$ cat src/acq_regs_pkg.sv
// Package holding offsets, fields, reset values and carriers of the bank.
package acq_regs_pkg;

	// ----------------------------------------------------------------
	// Register indices and address width
	// ----------------------------------------------------------------
	localparam logic [7:0] RES_HI_WIDE_IDX = 8'h68;
	localparam logic [7:0] RES_HI_IDX = 8'h69;
	localparam logic [7:0] RES_LO_IDX = 8'h6A;
	localparam logic [7:0] VOLTAGE_RESULT_IDX = 8'h6C;
	localparam logic [7:0] COEF_CNT_IDX = 8'h6E;
	localparam logic [7:0] TRIG_PERIOD_IDX = 8'h70;
	localparam logic [7:0] WAKE_FILT_IDX = 8'h72;
	localparam logic [7:0] CHOP_MASK_IDX = 8'h74;
	localparam logic [7:0] CHOP_CTRL_IDX = 8'h75;
	localparam logic [7:0] CTRL_IDX = 8'h80;
	localparam logic [7:0] STATUS_IDX = 8'h81;
	localparam int ADDR_W = 10;

	// ----------------------------------------------------------------
	// Field positions and widths
	// ----------------------------------------------------------------
	localparam int HOLD_LSB = 4;
	localparam int IIR_LSB = 1;
	localparam int FAST_BIT = 0;
	localparam int COEF_CNT_W = 4;

	// ----------------------------------------------------------------
	// Reset values
	// ----------------------------------------------------------------
	localparam logic [3:0] COEF_CNT_RST = 4'hE;
	localparam logic [15:0] TRIG_PERIOD_RST = 16'h0000;
	localparam logic [7:0] WAKE_FILT_RST = 8'h00;
	localparam logic [1:0] HOLD_RST = 2'h0;
	localparam logic [2:0] IIR_RST = 3'h7;
	localparam logic FAST_RST = 1'b1;

	// ----------------------------------------------------------------
	// AXI responses
	// ----------------------------------------------------------------
	localparam logic [1:0] RESP_OKAY = 2'h0;
	localparam logic [1:0] RESP_SLVERR = 2'h2;

	// ----------------------------------------------------------------
	// Carriers
	// ----------------------------------------------------------------
	typedef struct packed {
		logic [1:0] swap_hold_time;
		logic [2:0] iir_coefficient_select;
		logic amp_fast_mode;
	} chopper_ctrl_t;

	typedef struct packed {
		logic valid;
		logic [23:0] current_result;
		logic [15:0] voltage_result;
	} sample_t;

endpackage

$ cat src/acquisition_result_register_bank.sv
// Acquisition result register bank with an AXI4-Lite slave port.
//
// The AXI4-Lite register port was decided locally.
module acquisition_result_register_bank
	import acq_regs_pkg::*;
#(
	parameter int TRIG_W = 16
) (
	// Clock and reset.
	input wire logic core_clk,
	input wire logic reset_n,
	// AXI4-Lite write address, data and response.
	input wire logic [ADDR_W-1:0] s_axi_awaddr,
	input wire logic s_axi_awvalid,
	output logic s_axi_awready,
	input wire logic [31:0] s_axi_wdata,
	input wire logic [3:0] s_axi_wstrb,
	input wire logic s_axi_wvalid,
	output logic s_axi_wready,
	output logic [1:0] s_axi_bresp,
	output logic s_axi_bvalid,
	input wire logic s_axi_bready,
	// AXI4-Lite read.
	input wire logic [ADDR_W-1:0] s_axi_araddr,
	input wire logic s_axi_arvalid,
	output logic s_axi_arready,
	output logic [31:0] s_axi_rdata,
	output logic [1:0] s_axi_rresp,
	output logic s_axi_rvalid,
	input wire logic s_axi_rready,
	// Conversion results from the datapath.
	input wire sample_t sample_in,
	// Low-power clock tick and mode, synchronous to core_clk.
	input wire logic lowpower_clock,
	input wire logic lowpower_mode,
	// Control outputs toward the datapath.
	output logic [COEF_CNT_W-1:0] filter_coefficient_count,
	output logic [7:0] threshold_wakeup_filter_period,
	output chopper_ctrl_t chopper_ctrl,
	output logic [2:0] swap_hold_periods,
	output logic acquisition_start
);

	// ----------------------------------------------------------------
	// Helpers
	// ----------------------------------------------------------------
	// Byte address to register index.
	function automatic logic [7:0] idx_of(input logic [ADDR_W-1:0] a);
		idx_of = a[9:2];
	endfunction

	// Hold code to periods of the 64 kHz clock.
	function automatic logic [2:0] hold_periods(input logic [1:0] c);
		hold_periods = (c == 2'h0) ? 3'h0 : {1'b0, c} + 3'h2;
	endfunction

	// ----------------------------------------------------------------
	// Storage
	// ----------------------------------------------------------------
	logic [23:0] cur_res_r;
	logic [15:0] voltage_result_r;
	logic [15:0] lo_snap_r;
	logic [COEF_CNT_W-1:0] coef_cnt_r;
	logic [TRIG_W-1:0] period_r;
	logic [TRIG_W-1:0] trig_cnt_r;
	logic [7:0] wake_filt_r;
	logic [5:0] mask_r;
	chopper_ctrl_t chop_r;
	logic start_r;
	logic byte_err_r;
	logic [7:0] start_cnt_r;

	// Write channel handshake state.
	logic [ADDR_W-1:0] aw_addr_r;
	logic aw_have_r;
	logic [31:0] w_data_r;
	logic [3:0] w_strb_r;
	logic w_have_r;
	logic wr_fire;
	logic [7:0] wr_idx;
	logic wr_wide;
	logic wr_ok;

	// ----------------------------------------------------------------
	// Write path
	// ----------------------------------------------------------------
	// Address and data may arrive in either order and are latched.
	always_ff @(posedge core_clk or negedge reset_n) begin
		if (!reset_n) begin
			aw_have_r <= 1'b0;
			aw_addr_r <= '0;
		end else if (s_axi_awvalid && s_axi_awready) begin
			aw_have_r <= 1'b1;
			aw_addr_r <= s_axi_awaddr;
		end else if (wr_fire) begin
			aw_have_r <= 1'b0;
		end
	end

	always_ff @(posedge core_clk or negedge reset_n) begin
		if (!reset_n) begin
			w_have_r <= 1'b0;
			w_data_r <= '0;
			w_strb_r <= '0;
		end else if (s_axi_wvalid && s_axi_wready) begin
			w_have_r <= 1'b1;
			w_data_r <= s_axi_wdata;
			w_strb_r <= s_axi_wstrb;
		end else if (wr_fire) begin
			w_have_r <= 1'b0;
		end
	end

	// Ready drops once each side is held, until the response is taken.
	always_ff @(posedge core_clk or negedge reset_n) begin
		if (!reset_n) begin
			s_axi_awready <= 1'b0;
			s_axi_wready <= 1'b0;
		end else begin
			s_axi_awready <= !aw_have_r && !s_axi_bvalid &&
				!(s_axi_awvalid && s_axi_awready);
			s_axi_wready <= !w_have_r && !s_axi_bvalid &&
				!(s_axi_wvalid && s_axi_wready);
		end
	end

	assign wr_fire = aw_have_r && w_have_r && !s_axi_bvalid;
	assign wr_idx = idx_of(aw_addr_r);
	assign wr_wide = (w_strb_r[1:0] == 2'h3);

	// Only documented writable registers accept writes.
	always_comb begin
		case (wr_idx)
			COEF_CNT_IDX, WAKE_FILT_IDX, CHOP_MASK_IDX, CHOP_CTRL_IDX:
				wr_ok = w_strb_r[0];
			TRIG_PERIOD_IDX: wr_ok = wr_wide;
			CTRL_IDX: wr_ok = w_strb_r[0];
			default: wr_ok = 1'b0;
		endcase
	end

	// Write response one cycle after both halves are present.
	always_ff @(posedge core_clk or negedge reset_n) begin
		if (!reset_n) begin
			s_axi_bvalid <= 1'b0;
			s_axi_bresp <= RESP_OKAY;
		end else if (wr_fire) begin
			s_axi_bvalid <= 1'b1;
			s_axi_bresp <= wr_ok ? RESP_OKAY : RESP_SLVERR;
		end else if (s_axi_bready) begin
			s_axi_bvalid <= 1'b0;
		end
	end

	// ----------------------------------------------------------------
	// Configuration registers
	// ----------------------------------------------------------------
	// Coefficient count, period and filter period.
	always_ff @(posedge core_clk or negedge reset_n) begin
		if (!reset_n) begin
			coef_cnt_r <= COEF_CNT_RST;
			period_r <= TRIG_W'(TRIG_PERIOD_RST);
			wake_filt_r <= WAKE_FILT_RST;
		end else if (wr_fire && wr_ok) begin
			if (wr_idx == COEF_CNT_IDX)
				coef_cnt_r <= w_data_r[COEF_CNT_W-1:0];
			if (wr_idx == TRIG_PERIOD_IDX)
				period_r <= w_data_r[TRIG_W-1:0];
			if (wr_idx == WAKE_FILT_IDX)
				wake_filt_r <= w_data_r[7:0];
		end
	end

	// Write-only mask; it stands until the next mask write.
	always_ff @(posedge core_clk or negedge reset_n) begin
		if (!reset_n) begin
			mask_r <= '0;
		end else if (wr_fire && wr_ok && wr_idx == CHOP_MASK_IDX) begin
			mask_r <= w_data_r[5:0];
		end
	end

	// Chopper control; each field only updates where its mask is set.
	always_ff @(posedge core_clk or negedge reset_n) begin
		if (!reset_n) begin
			chop_r <= '{HOLD_RST, IIR_RST, FAST_RST};
		end else if (wr_fire && wr_ok && wr_idx == CHOP_CTRL_IDX) begin
			if (mask_r[5:4] == 2'h3)
				chop_r.swap_hold_time <= w_data_r[HOLD_LSB+:2];
			if (mask_r[3:1] == 3'h7)
				chop_r.iir_coefficient_select <= w_data_r[IIR_LSB+:3];
			if (mask_r[0])
				chop_r.amp_fast_mode <= w_data_r[FAST_BIT];
		end
	end

	// ----------------------------------------------------------------
	// Result capture
	// ----------------------------------------------------------------
	// A whole sample is latched at once so both halves agree.
	always_ff @(posedge core_clk or negedge reset_n) begin
		if (!reset_n) begin
			cur_res_r <= '0;
			voltage_result_r <= '0;
		end else if (sample_in.valid) begin
			cur_res_r <= sample_in.current_result;
			voltage_result_r <= sample_in.voltage_result;
		end
	end

	// ----------------------------------------------------------------
	// Low-power trigger
	// ----------------------------------------------------------------
	// Counter runs up on each low-power tick and wraps at the period.
	always_ff @(posedge core_clk or negedge reset_n) begin
		if (!reset_n) begin
			trig_cnt_r <= '0;
		end else if (!lowpower_mode) begin
			trig_cnt_r <= '0;
		end else if (lowpower_clock) begin
			if (trig_cnt_r == period_r)
				trig_cnt_r <= '0;
			else
				trig_cnt_r <= trig_cnt_r + 1'b1;
		end
	end

	// Start pulse on match; period zero matches every tick.
	always_ff @(posedge core_clk or negedge reset_n) begin
		if (!reset_n) begin
			start_r <= 1'b0;
		end else begin
			start_r <= lowpower_mode && lowpower_clock &&
				(trig_cnt_r == period_r);
		end
	end

	// Count of starts for software visibility.
	always_ff @(posedge core_clk or negedge reset_n) begin
		if (!reset_n)
			start_cnt_r <= '0;
		else if (start_r)
			start_cnt_r <= start_cnt_r + 1'b1;
	end

	// ----------------------------------------------------------------
	// Read path
	// ----------------------------------------------------------------
	logic [7:0] rd_idx;
	logic rd_ok;
	logic [31:0] rd_data;
	assign rd_idx = idx_of(s_axi_araddr);

	// Read decode, no width check; result high places return bits 23:16, mask and control read zero, status packs count and flags, the rest zero-extended.
	always_comb begin
		rd_ok = 1'b1;
		rd_data = '0;
		case (rd_idx)
			RES_HI_WIDE_IDX, RES_HI_IDX:
				rd_data = {24'h0, cur_res_r[23:16]};
			RES_LO_IDX:
				rd_data = {16'h0, lo_snap_r};
			VOLTAGE_RESULT_IDX: rd_data = {16'h0, voltage_result_r};
			COEF_CNT_IDX: rd_data = {28'h0, coef_cnt_r};
			TRIG_PERIOD_IDX: rd_data = 32'(period_r);
			WAKE_FILT_IDX: rd_data = {24'h0, wake_filt_r};
			CHOP_MASK_IDX: rd_data = '0;
			CHOP_CTRL_IDX: rd_data = {26'h0, chop_r};
			CTRL_IDX: rd_data = '0;
			STATUS_IDX: rd_data = {8'h0, start_cnt_r,
				7'h0, lowpower_mode, 7'h0, byte_err_r};
			default: rd_ok = 1'b0;
		endcase
	end

	// Reading the high byte freezes the low word of the same sample.
	always_ff @(posedge core_clk or negedge reset_n) begin
		if (!reset_n) begin
			lo_snap_r <= '0;
		end else if (s_axi_arvalid && s_axi_arready &&
				(rd_idx == RES_HI_IDX || rd_idx == RES_HI_WIDE_IDX)) begin
			lo_snap_r <= cur_res_r[15:0];
		end
	end

	// Sticky flag for period write attempts with an illegal width.
	always_ff @(posedge core_clk or negedge reset_n) begin
		if (!reset_n)
			byte_err_r <= 1'b0;
		else if (wr_fire && !wr_ok && wr_idx == TRIG_PERIOD_IDX)
			byte_err_r <= 1'b1;
		else if (wr_fire && wr_ok && wr_idx == CTRL_IDX && w_data_r[0])
			byte_err_r <= 1'b0;
	end

	// Read answer one cycle after the address is taken.
	always_ff @(posedge core_clk or negedge reset_n) begin
		if (!reset_n) begin
			s_axi_arready <= 1'b0;
			s_axi_rvalid <= 1'b0;
			s_axi_rdata <= '0;
			s_axi_rresp <= RESP_OKAY;
		end else begin
			s_axi_arready <= !s_axi_rvalid &&
				!(s_axi_arvalid && s_axi_arready);
			if (s_axi_arvalid && s_axi_arready) begin
				s_axi_rvalid <= 1'b1;
				s_axi_rdata <= rd_data;
				s_axi_rresp <= rd_ok ? RESP_OKAY : RESP_SLVERR;
			end else if (s_axi_rready) begin
				s_axi_rvalid <= 1'b0;
			end
		end
	end

	// ----------------------------------------------------------------
	// Outputs
	// ----------------------------------------------------------------
	always_ff @(posedge core_clk or negedge reset_n) begin
		if (!reset_n) begin
			filter_coefficient_count <= COEF_CNT_RST;
			threshold_wakeup_filter_period <= WAKE_FILT_RST;
			chopper_ctrl <= '{HOLD_RST, IIR_RST, FAST_RST};
			swap_hold_periods <= '0;
			acquisition_start <= 1'b0;
		end else begin
			filter_coefficient_count <= coef_cnt_r;
			threshold_wakeup_filter_period <= wake_filt_r;
			chopper_ctrl <= chop_r;
			swap_hold_periods <= hold_periods(chop_r.swap_hold_time);
			acquisition_start <= start_r;
		end
	end

endmodule

$ cat config.mk
export PLATFORM = sky130hd
export DESIGN_NAME = acquisition_result_register_bank
export DESIGN_NICKNAME = d
export VERILOG_FILES = /design/src/acq_regs_pkg.sv /design/src/acquisition_result_register_bank.sv
export SDC_FILE = /design/constraint.sdc
export NUM_CORES = 1
export LEC_CHECK = 0
export ABC_AREA = 1
export BUFFER_PORTS_ARGS = -buffer_cell sky130_fd_sc_hd__buf_2
export CAP_MARGIN = 40
export CORE_ASPECT_RATIO = 0.6
export CORE_MARGIN = 2
export CORE_UTILIZATION = 36
export CTS_CLUSTER_DIAMETER = 60
export DETAILED_ROUTE_END_ITERATION = 12
export RECOVER_POWER = 25
export SYNTH_ARGS = -nofsm -noshare
export SYNTH_HDL_FRONTEND = slang
export SYNTH_SLANG_ARGS = --single-unit
$ cat constraint.sdc
create_clock -name core_clk -period 1.9 [get_ports core_clk]
set_input_delay 0.095 -clock core_clk [delete_from_list [all_inputs] [get_ports core_clk]]
set_output_delay 0.095 -clock core_clk [all_outputs]
set_load 0.01 [all_outputs]
[Yosys cells after proc, flatten, opt, wreduce, memory -nomap -nowiden]
Cells that the tools add are included.
Storage, ports and cells
  input bits: 106
  logic and storage cells: 121
  bits in writable memories: 0
  bits in read-only memories: 0
  memories kept: 0
  register bits after elaboration: 215
  latch bits: 0
  output and inout bits: 63
Operators by class
  magnitude comparators: 0
  multipliers: 0
  reduce and logical (&&, ||, !) cells: 44
  bitwise logic cells: 0
  add/subtract/negate cells: 3
  divide/modulo/power cells: 0
  mux-type cells: 18
  eq/ne operators: 22
  shifts and indexed selects: 0
Operators with widths (count)
  24-bit one-hot mux with 8 select lines: 1
  8-bit by 7-bit equality test with 1-bit output, second input constant: 14
  16-bit 2-to-1 mux: 3
  8-bit equality test, second input constant: 3
  1-bit logical AND: 20
  16-bit by 1-bit adder with 16-bit output, second input constant: 1
  16-bit equality test: 1
  2-bit AND reduction: 6
  11-bit OR reduction: 1
  1-bit 2-to-1 mux: 10
  2-bit nonzero test: 5
  8-bit by 1-bit adder with 8-bit output, second input constant: 1
  1-bit logical NOT: 8
  5-bit OR reduction: 1
  2-bit equality test, second input constant: 2
  2-bit 2-to-1 mux: 2
  2-bit by 2-bit adder with 3-bit output, second input constant: 1
  3-bit equality test, second input constant: 1
  3-bit 2-to-1 mux: 1
  2-bit logical NOT: 1
  2-bit != test, second input constant: 1
  1-bit one-hot mux with 2 select lines: 1
  2-bit OR reduction: 1
  1-bit logical OR: 1

[Depth between registers and ports, before layout]
  word-level depth: 8
  mapped depth: 12
  gate-level depth less buffers: 12

[Worst setup path before layout]
OpenSTA, ideal clock, no wires.
  kind: register -> register
  start point: reg s_axi_bvalid
  end point: reg wake_filt_r[0]
  period minus slack after synthesis: 1619 ps
  arrival: 1502 ps
  setup time: 117 ps
  buffers on the path: 0
  slack: 281 ps
  cell stages (with the launch flop): 7
  required time: 1783 ps
  cell sequence: dfrtp_1 > nor3_1 > nand3_4 > inv_2 > nand2_1 > nand2_1 > nand2_1
On the way
  word-level cells in the longest chain between the ends: 4
RTL lines
  start: declaration: line acquisition_result_register_bank.sv:21  | output logic s_axi_bvalid,
  start signal: assignment: line acquisition_result_register_bank.sv:145  | s_axi_bvalid <= 1'b0;
  start signal: assignment: line acquisition_result_register_bank.sv:148  | s_axi_bvalid <= 1'b1;
  start signal: assignment: line acquisition_result_register_bank.sv:151  | s_axi_bvalid <= 1'b0;
  1-bit logical NOT: line acquisition_result_register_bank.sv:127  | assign wr_fire = aw_have_r && w_have_r && !s_axi_bvalid;
  1-bit logical AND: line acquisition_result_register_bank.sv:127
  1-bit logical AND: line acquisition_result_register_bank.sv:164  | end else if (wr_fire && wr_ok) begin
  2-bit AND reduction (no line)
  end signal: assignment: line acquisition_result_register_bank.sv:170  | wake_filt_r <= w_data_r[7:0];
  end: declaration: line acquisition_result_register_bank.sv:66  | logic [7:0] wake_filt_r;
Every way passes these cells.
A chain may end at the register's enable or synchronous reset.

[Worst setup path after layout]
  start point: reg trig_cnt_r[0]
  end point: reg trig_cnt_r[12]
On the way
  word-level cells in the longest chain between the ends: 4
  elaborated cells on any way between the ends: 5
  classes of those cells: add/sub (1); eq/ne (1); mux (3)
RTL lines
  start: declaration: line acquisition_result_register_bank.sv:65  | logic [TRIG_W-1:0] trig_cnt_r;
  start signal: assignment: line acquisition_result_register_bank.sv:224  | trig_cnt_r <= trig_cnt_r + 1'b1;
  16-bit by 1-bit adder with 16-bit output or 16-bit equality test (tied branches): line acquisition_result_register_bank.sv:224, acquisition_result_register_bank.sv:221
  16-bit 2-to-1 mux *: line acquisition_result_register_bank.sv:221  | if (trig_cnt_r == period_r)
  16-bit 2-to-1 mux *: line acquisition_result_register_bank.sv:220  | end else if (lowpower_clock) begin
  16-bit 2-to-1 mux *: line acquisition_result_register_bank.sv:218  | end else if (!lowpower_mode) begin
Every way passes the cells marked *; elsewhere a longest branch is shown, timed or not. The select of a mux whose other input is x is not followed.

==> summary.md <==
| Metric | Value |
|---|---|
| Number of warnings reported in the yosys synthesis log | `0` |
| Share of flip-flops with an asynchronous set or reset after synthesis | `1.000` |
| Launching element of the worst setup path | `trig_cnt_r[0]` |
| Layout Nets | `1316` |
| Area taken by multi-input logic gates | `3107 um2` |
| Power per cell area | `953.8 nW/um2` |
| Gate count of the mapped netlist | `967` |
| Vias per inst | `between 4 and 5` |
| Clock latency of the later-clocked register in the worst-skew pair | `0.49 ns` |
| Storage element area | `5097 um2` |
| Total negative slack | `0 ns` |
| CP Cell Sequence | `ha_1 -> nand2_1 -> nor2_1 -> nand4_1 -> nor2_2 -> nand3_1 -> nand4_1 -> o21ai_0` |
| Drt initial violations | `445` |
| Max incr delay on CP | `0.43 ns` |
| Total clock buffers created by CTS | `21` |
| Clock sink count | `203` |
| Detail Placement HPWL | `16690 um` |
| Core area | `24110 um2` |
| Max-slew violation total from the final report | `0` |
| Die Width | `around 200 um` |
| Detailed-route wire length on metal 1 | `about 12000 um` |
| Core Rows | `44` |
| Length in cells of the worst reg-to-reg path | `8` |
| IO Count | `between 150 and 200` |
| Number of antenna violations at the first check in global routing | `2` |
| Final Non-Filler Cells | `between 1500 and 2000` |
| RD Place Congestion | `0.8918` |
| Number of filler cells placed in the layout | `2337` |
| FF-to-FF setup slack | `0.09 ns` |
| Worst-margin pin slew | `1.385 ns` |
| Routed met2 length | `10350 um` |
| First-pass iteration count of the detailed router | `5` |
| Count of final setup violators | `0` |
| Most common flop cell mapped by yosys | `dfrtp_1` |
| Syn_area_per_cell | `9.131 um2` |
| Clock tree buffer depth | `3` |
| CTS Root Cell | `clkbuf_16` |
| Routed Antenna Nets | `0` |
| Leak pwr | `5.733 nW` |
| Data arrival, critical path | `2.17 ns` |
| Vertical extent of the die | `125.3 um` |
| Max-Cap Viols | `0` |
| Synth Register Bits | `203` |
| Min Tclk post-route | `1.805 ns` |
| Area enclosed by the die boundary | `25840 um2` |
| Overall routed net length | `24120 um` |
| Post-synthesis instance area | `between 8000 and 9000 um2` |
| Vias in the first global route | `between 7000 and 8000` |
| Maximum number of pins on one net before global-route repair | `59` |
| Highest Clock Rate | `554.0 MHz` |
| Residual DRC | `0` |
| FF-to-FF End | `trig_cnt_r[12]` |
| Layout-stage area growth over the synthesis result | `30.89%` |
| Quantity of I/O buffers inserted on ports | `approximately 140` |
| Count of different cell masters after synthesis | `33` |
| Critical Path Start Type | `flip-flop` |
| Setup repair after global routing missed its margin | `yes` |
| Endpoint class of the critical path | `flip-flop` |
| Wire length of the first global-routing pass | `37920 um` |
| Number of flops mapped to enable cells by yosys | `0` |
| Instance count along the most critical hold path | `4` |
| GRT Residual Overflow | `0` |
| FF-to-FF Start | `trig_cnt_r[0]` |
| Routed len/inst | `around 16 um` |
| Number of levels in the clock H-tree | `1` |
| Worst max-slew margin expressed relative to the limit | `0.07694` |
| Fraction of the yosys area taken by sequential cells | `0.5773` |
| Placed instance area | `between 10000 and 15000 um2` |
| GRT Util Overall | `0.1858` |
| Highest ir drop seen on vdd | `between 0.6 and 0.7 mV` |
| TritonCTS clock tree | `built` |
| Fin area | `11560 um2` |
| Number of hold-slack violations in the final timing report | `0` |
| Largest fanout on the critical path | `5` |
| Share of final-layout standard cells stronger than drive strength 1 | `0.2111` |
| Post-CTS clock slew at the launch and capture registers of the worst setup and hold paths | `about 0.070 ns` |
| Topmost layer with routed signal wires | `met5` |
| Worst min-delay path category | `input pin to flip-flop` |
| Met3 wire length | `1283 um` |
| Most frequent CP cell | `nand4_1` |
| CP Capture Point | `trig_cnt_r[12]` |
| Initial core utilization | `0.3662` |
| Number of placed instances, taps included | `about 1400` |
| Classification of the worst setup path | `flip-flop to flip-flop` |
| Period utilisation layout | `0.9501` |
| Cell with the largest stage delay on the worst path | `dfrtp_1` |
| Worst Clk Skew | `0.01723 ns` |
| Status | `completed` |
| Via count | `7323` |
| Worst endpoint required time | `2.27 ns` |
| Finished Core Util | `0.4793` |
[power breakdown]
group | switching, mW | internal, mW
registers | 0.445 | 4.84
logic | 0.837 | 0.671
clock network | 1.73 | 2.50
[cell usage in the layout, fill, tap and decap left out, types with 7 or more instances in the layout]
cell | Yosys | routed
nor3_1 | 7 | 7
mux2_2 | 29 | 29
buf_4 | 14 | 31
nand4_1 | 20 | 20
o31ai_1 | 7 | 7
dlygate4sd3_1 | 0 | 72
nand2_1 | 257 | 254
a21oi_1 | 14 | 14
clkbuf_16 | 0 | 23
o22ai_1 | 14 | 14
inv_1 | 120 | 120
o21ai_1 | 3 | 8
xnor2_1 | 13 | 13
dfstp_1 | 0 | 7
xor2_1 | 16 | 16
dfrtp_1 | 189 | 189
nand3_1 | 39 | 39
dfstp_2 | 14 | 7
conb_1 | 1 | 10
buf_2 | 4 | 134
nor2_1 | 52 | 50
o21bai_1 | 7 | 7
o21ai_0 | 105 | 100
[worst min-delay path by stage]
| stage | from | to | slack (ns) |
|---|---|---|---|
| 2_1_floorplan | reset_n | acquisition_start | -0.20 |
| 3_3_place_gp | reset_n | acquisition_start | 0.1 |
| 3_5_place_dp | reset_n | acquisition_start | 0.09 |
| 4_1_cts | lowpower_mode | s_axi_rdata[8] | 0.09 |
| 5_1_grt | s_axi_wvalid | w_have_r | 0.12 |
| 6_report | s_axi_wvalid | w_have_r | 0.09 |
[per-stage QoR]
step	setup slack [ns]	hold WS (ns)	power [mW]
after floorplan	0.2809	-0.2006	6.080
after global placement	0.09666	0.09893	6.704
after detailed placement	0.06231	0.09410	6.747
after CTS	0.03814	0.08579	11.13
after global routing	-0.03923	0.1218	11.53
final	0.09484	0.09436	11.02
[registers in the layout, summed over array words and instances (netlist names), 2 cells and up]
signal / flops
cur_res_r: 24
s_axi_rdata: 24
lo_snap_r: 16
period_r: 16
trig_cnt_r: 16
voltage_result_r: 16
w_data_r: 16
aw_addr_r: 8
start_cnt_r: 8
threshold_wakeup_filter_period: 8
wake_filt_r: 8
chop_r: 6
chopper_ctrl: 6
mask_r: 6
coef_cnt_r: 4
filter_coefficient_count: 4
swap_hold_periods: 3
w_strb_r: 2
[metal layers]
layer,up-vias,GRT usage
li1,3575,-
met2,204,0.2726
met5,-,0
met4,2,0.03151
met1,3511,0.2922
met3,31,0.02815
[critical path: cells and delay by family (launching register included)]
kind            cells  cell delay, ns
simple gates        6            0.95
fa+ha+maj           1            0.23
flops               1            0.43
compound gates      1            0.07
[synthesized netlist by cell type, types with 2 or more instances]
| cell | count | share of area |
|---|---|---|
| nor3_1 | 7 | 0.0040 |
| nand3_1 | 39 | 0.022 |
| inv_2 | 2 | 0.00085 |
| nand2_1 | 257 | 0.11 |
| clkbuf_1 | 22 | 0.0094 |
| mux2_2 | 29 | 0.037 |
| nor2_2 | 2 | 0.0014 |
| o21bai_1 | 7 | 0.0060 |
| ha_1 | 2 | 0.0028 |
| nor2_4 | 2 | 0.0026 |
| o21ai_0 | 105 | 0.060 |
| clkinv_1 | 2 | 0.00085 |
| o21ai_1 | 3 | 0.0017 |
| xor2_1 | 16 | 0.016 |
| dfrtp_1 | 189 | 0.54 |
| inv_1 | 120 | 0.051 |
| dfstp_2 | 14 | 0.042 |
| nor2_1 | 52 | 0.022 |
| o221ai_1 | 3 | 0.0030 |
| buf_2 | 4 | 0.0023 |
| o2bb2ai_1 | 2 | 0.0020 |
| o31ai_1 | 7 | 0.0060 |
| o22ai_1 | 14 | 0.0099 |
| buf_4 | 14 | 0.012 |
| nand4_1 | 20 | 0.014 |
| a21oi_1 | 14 | 0.0079 |
| xnor2_1 | 13 | 0.013 |
[cell families after synthesis]
logic type | share of synthesized area
and+or+nand+nor | 0.1801
AOI/OAI and AO/OA | 0.09692
DFF | 0.5773
other | 0.0004247
adders and majority gates | 0.002834
buffers and inverters | 0.07666
muxes | 0.03698
xor gates and xnor gates | 0.02877
[what timing repair did]
item	in CTS	in global routing
hold buffers	72	0
hold endpoints to repair	145	0
endpoints found under the setup margin	0	41
buffers inserted	0	5
resized for setup	0	11
[final cells by class]
type	count	area share
clock inverters	11	0.01050
inverters	124	0.04027
multi-input cells	608	0.2688
diodes	1	0.0002165
repair buffers	250	0.1529
well taps	322	0.03486
clock buffers	26	0.05142
flip-flops and latches	203	0.4411
No activity file was read; power rests on OpenSTA's default activity.
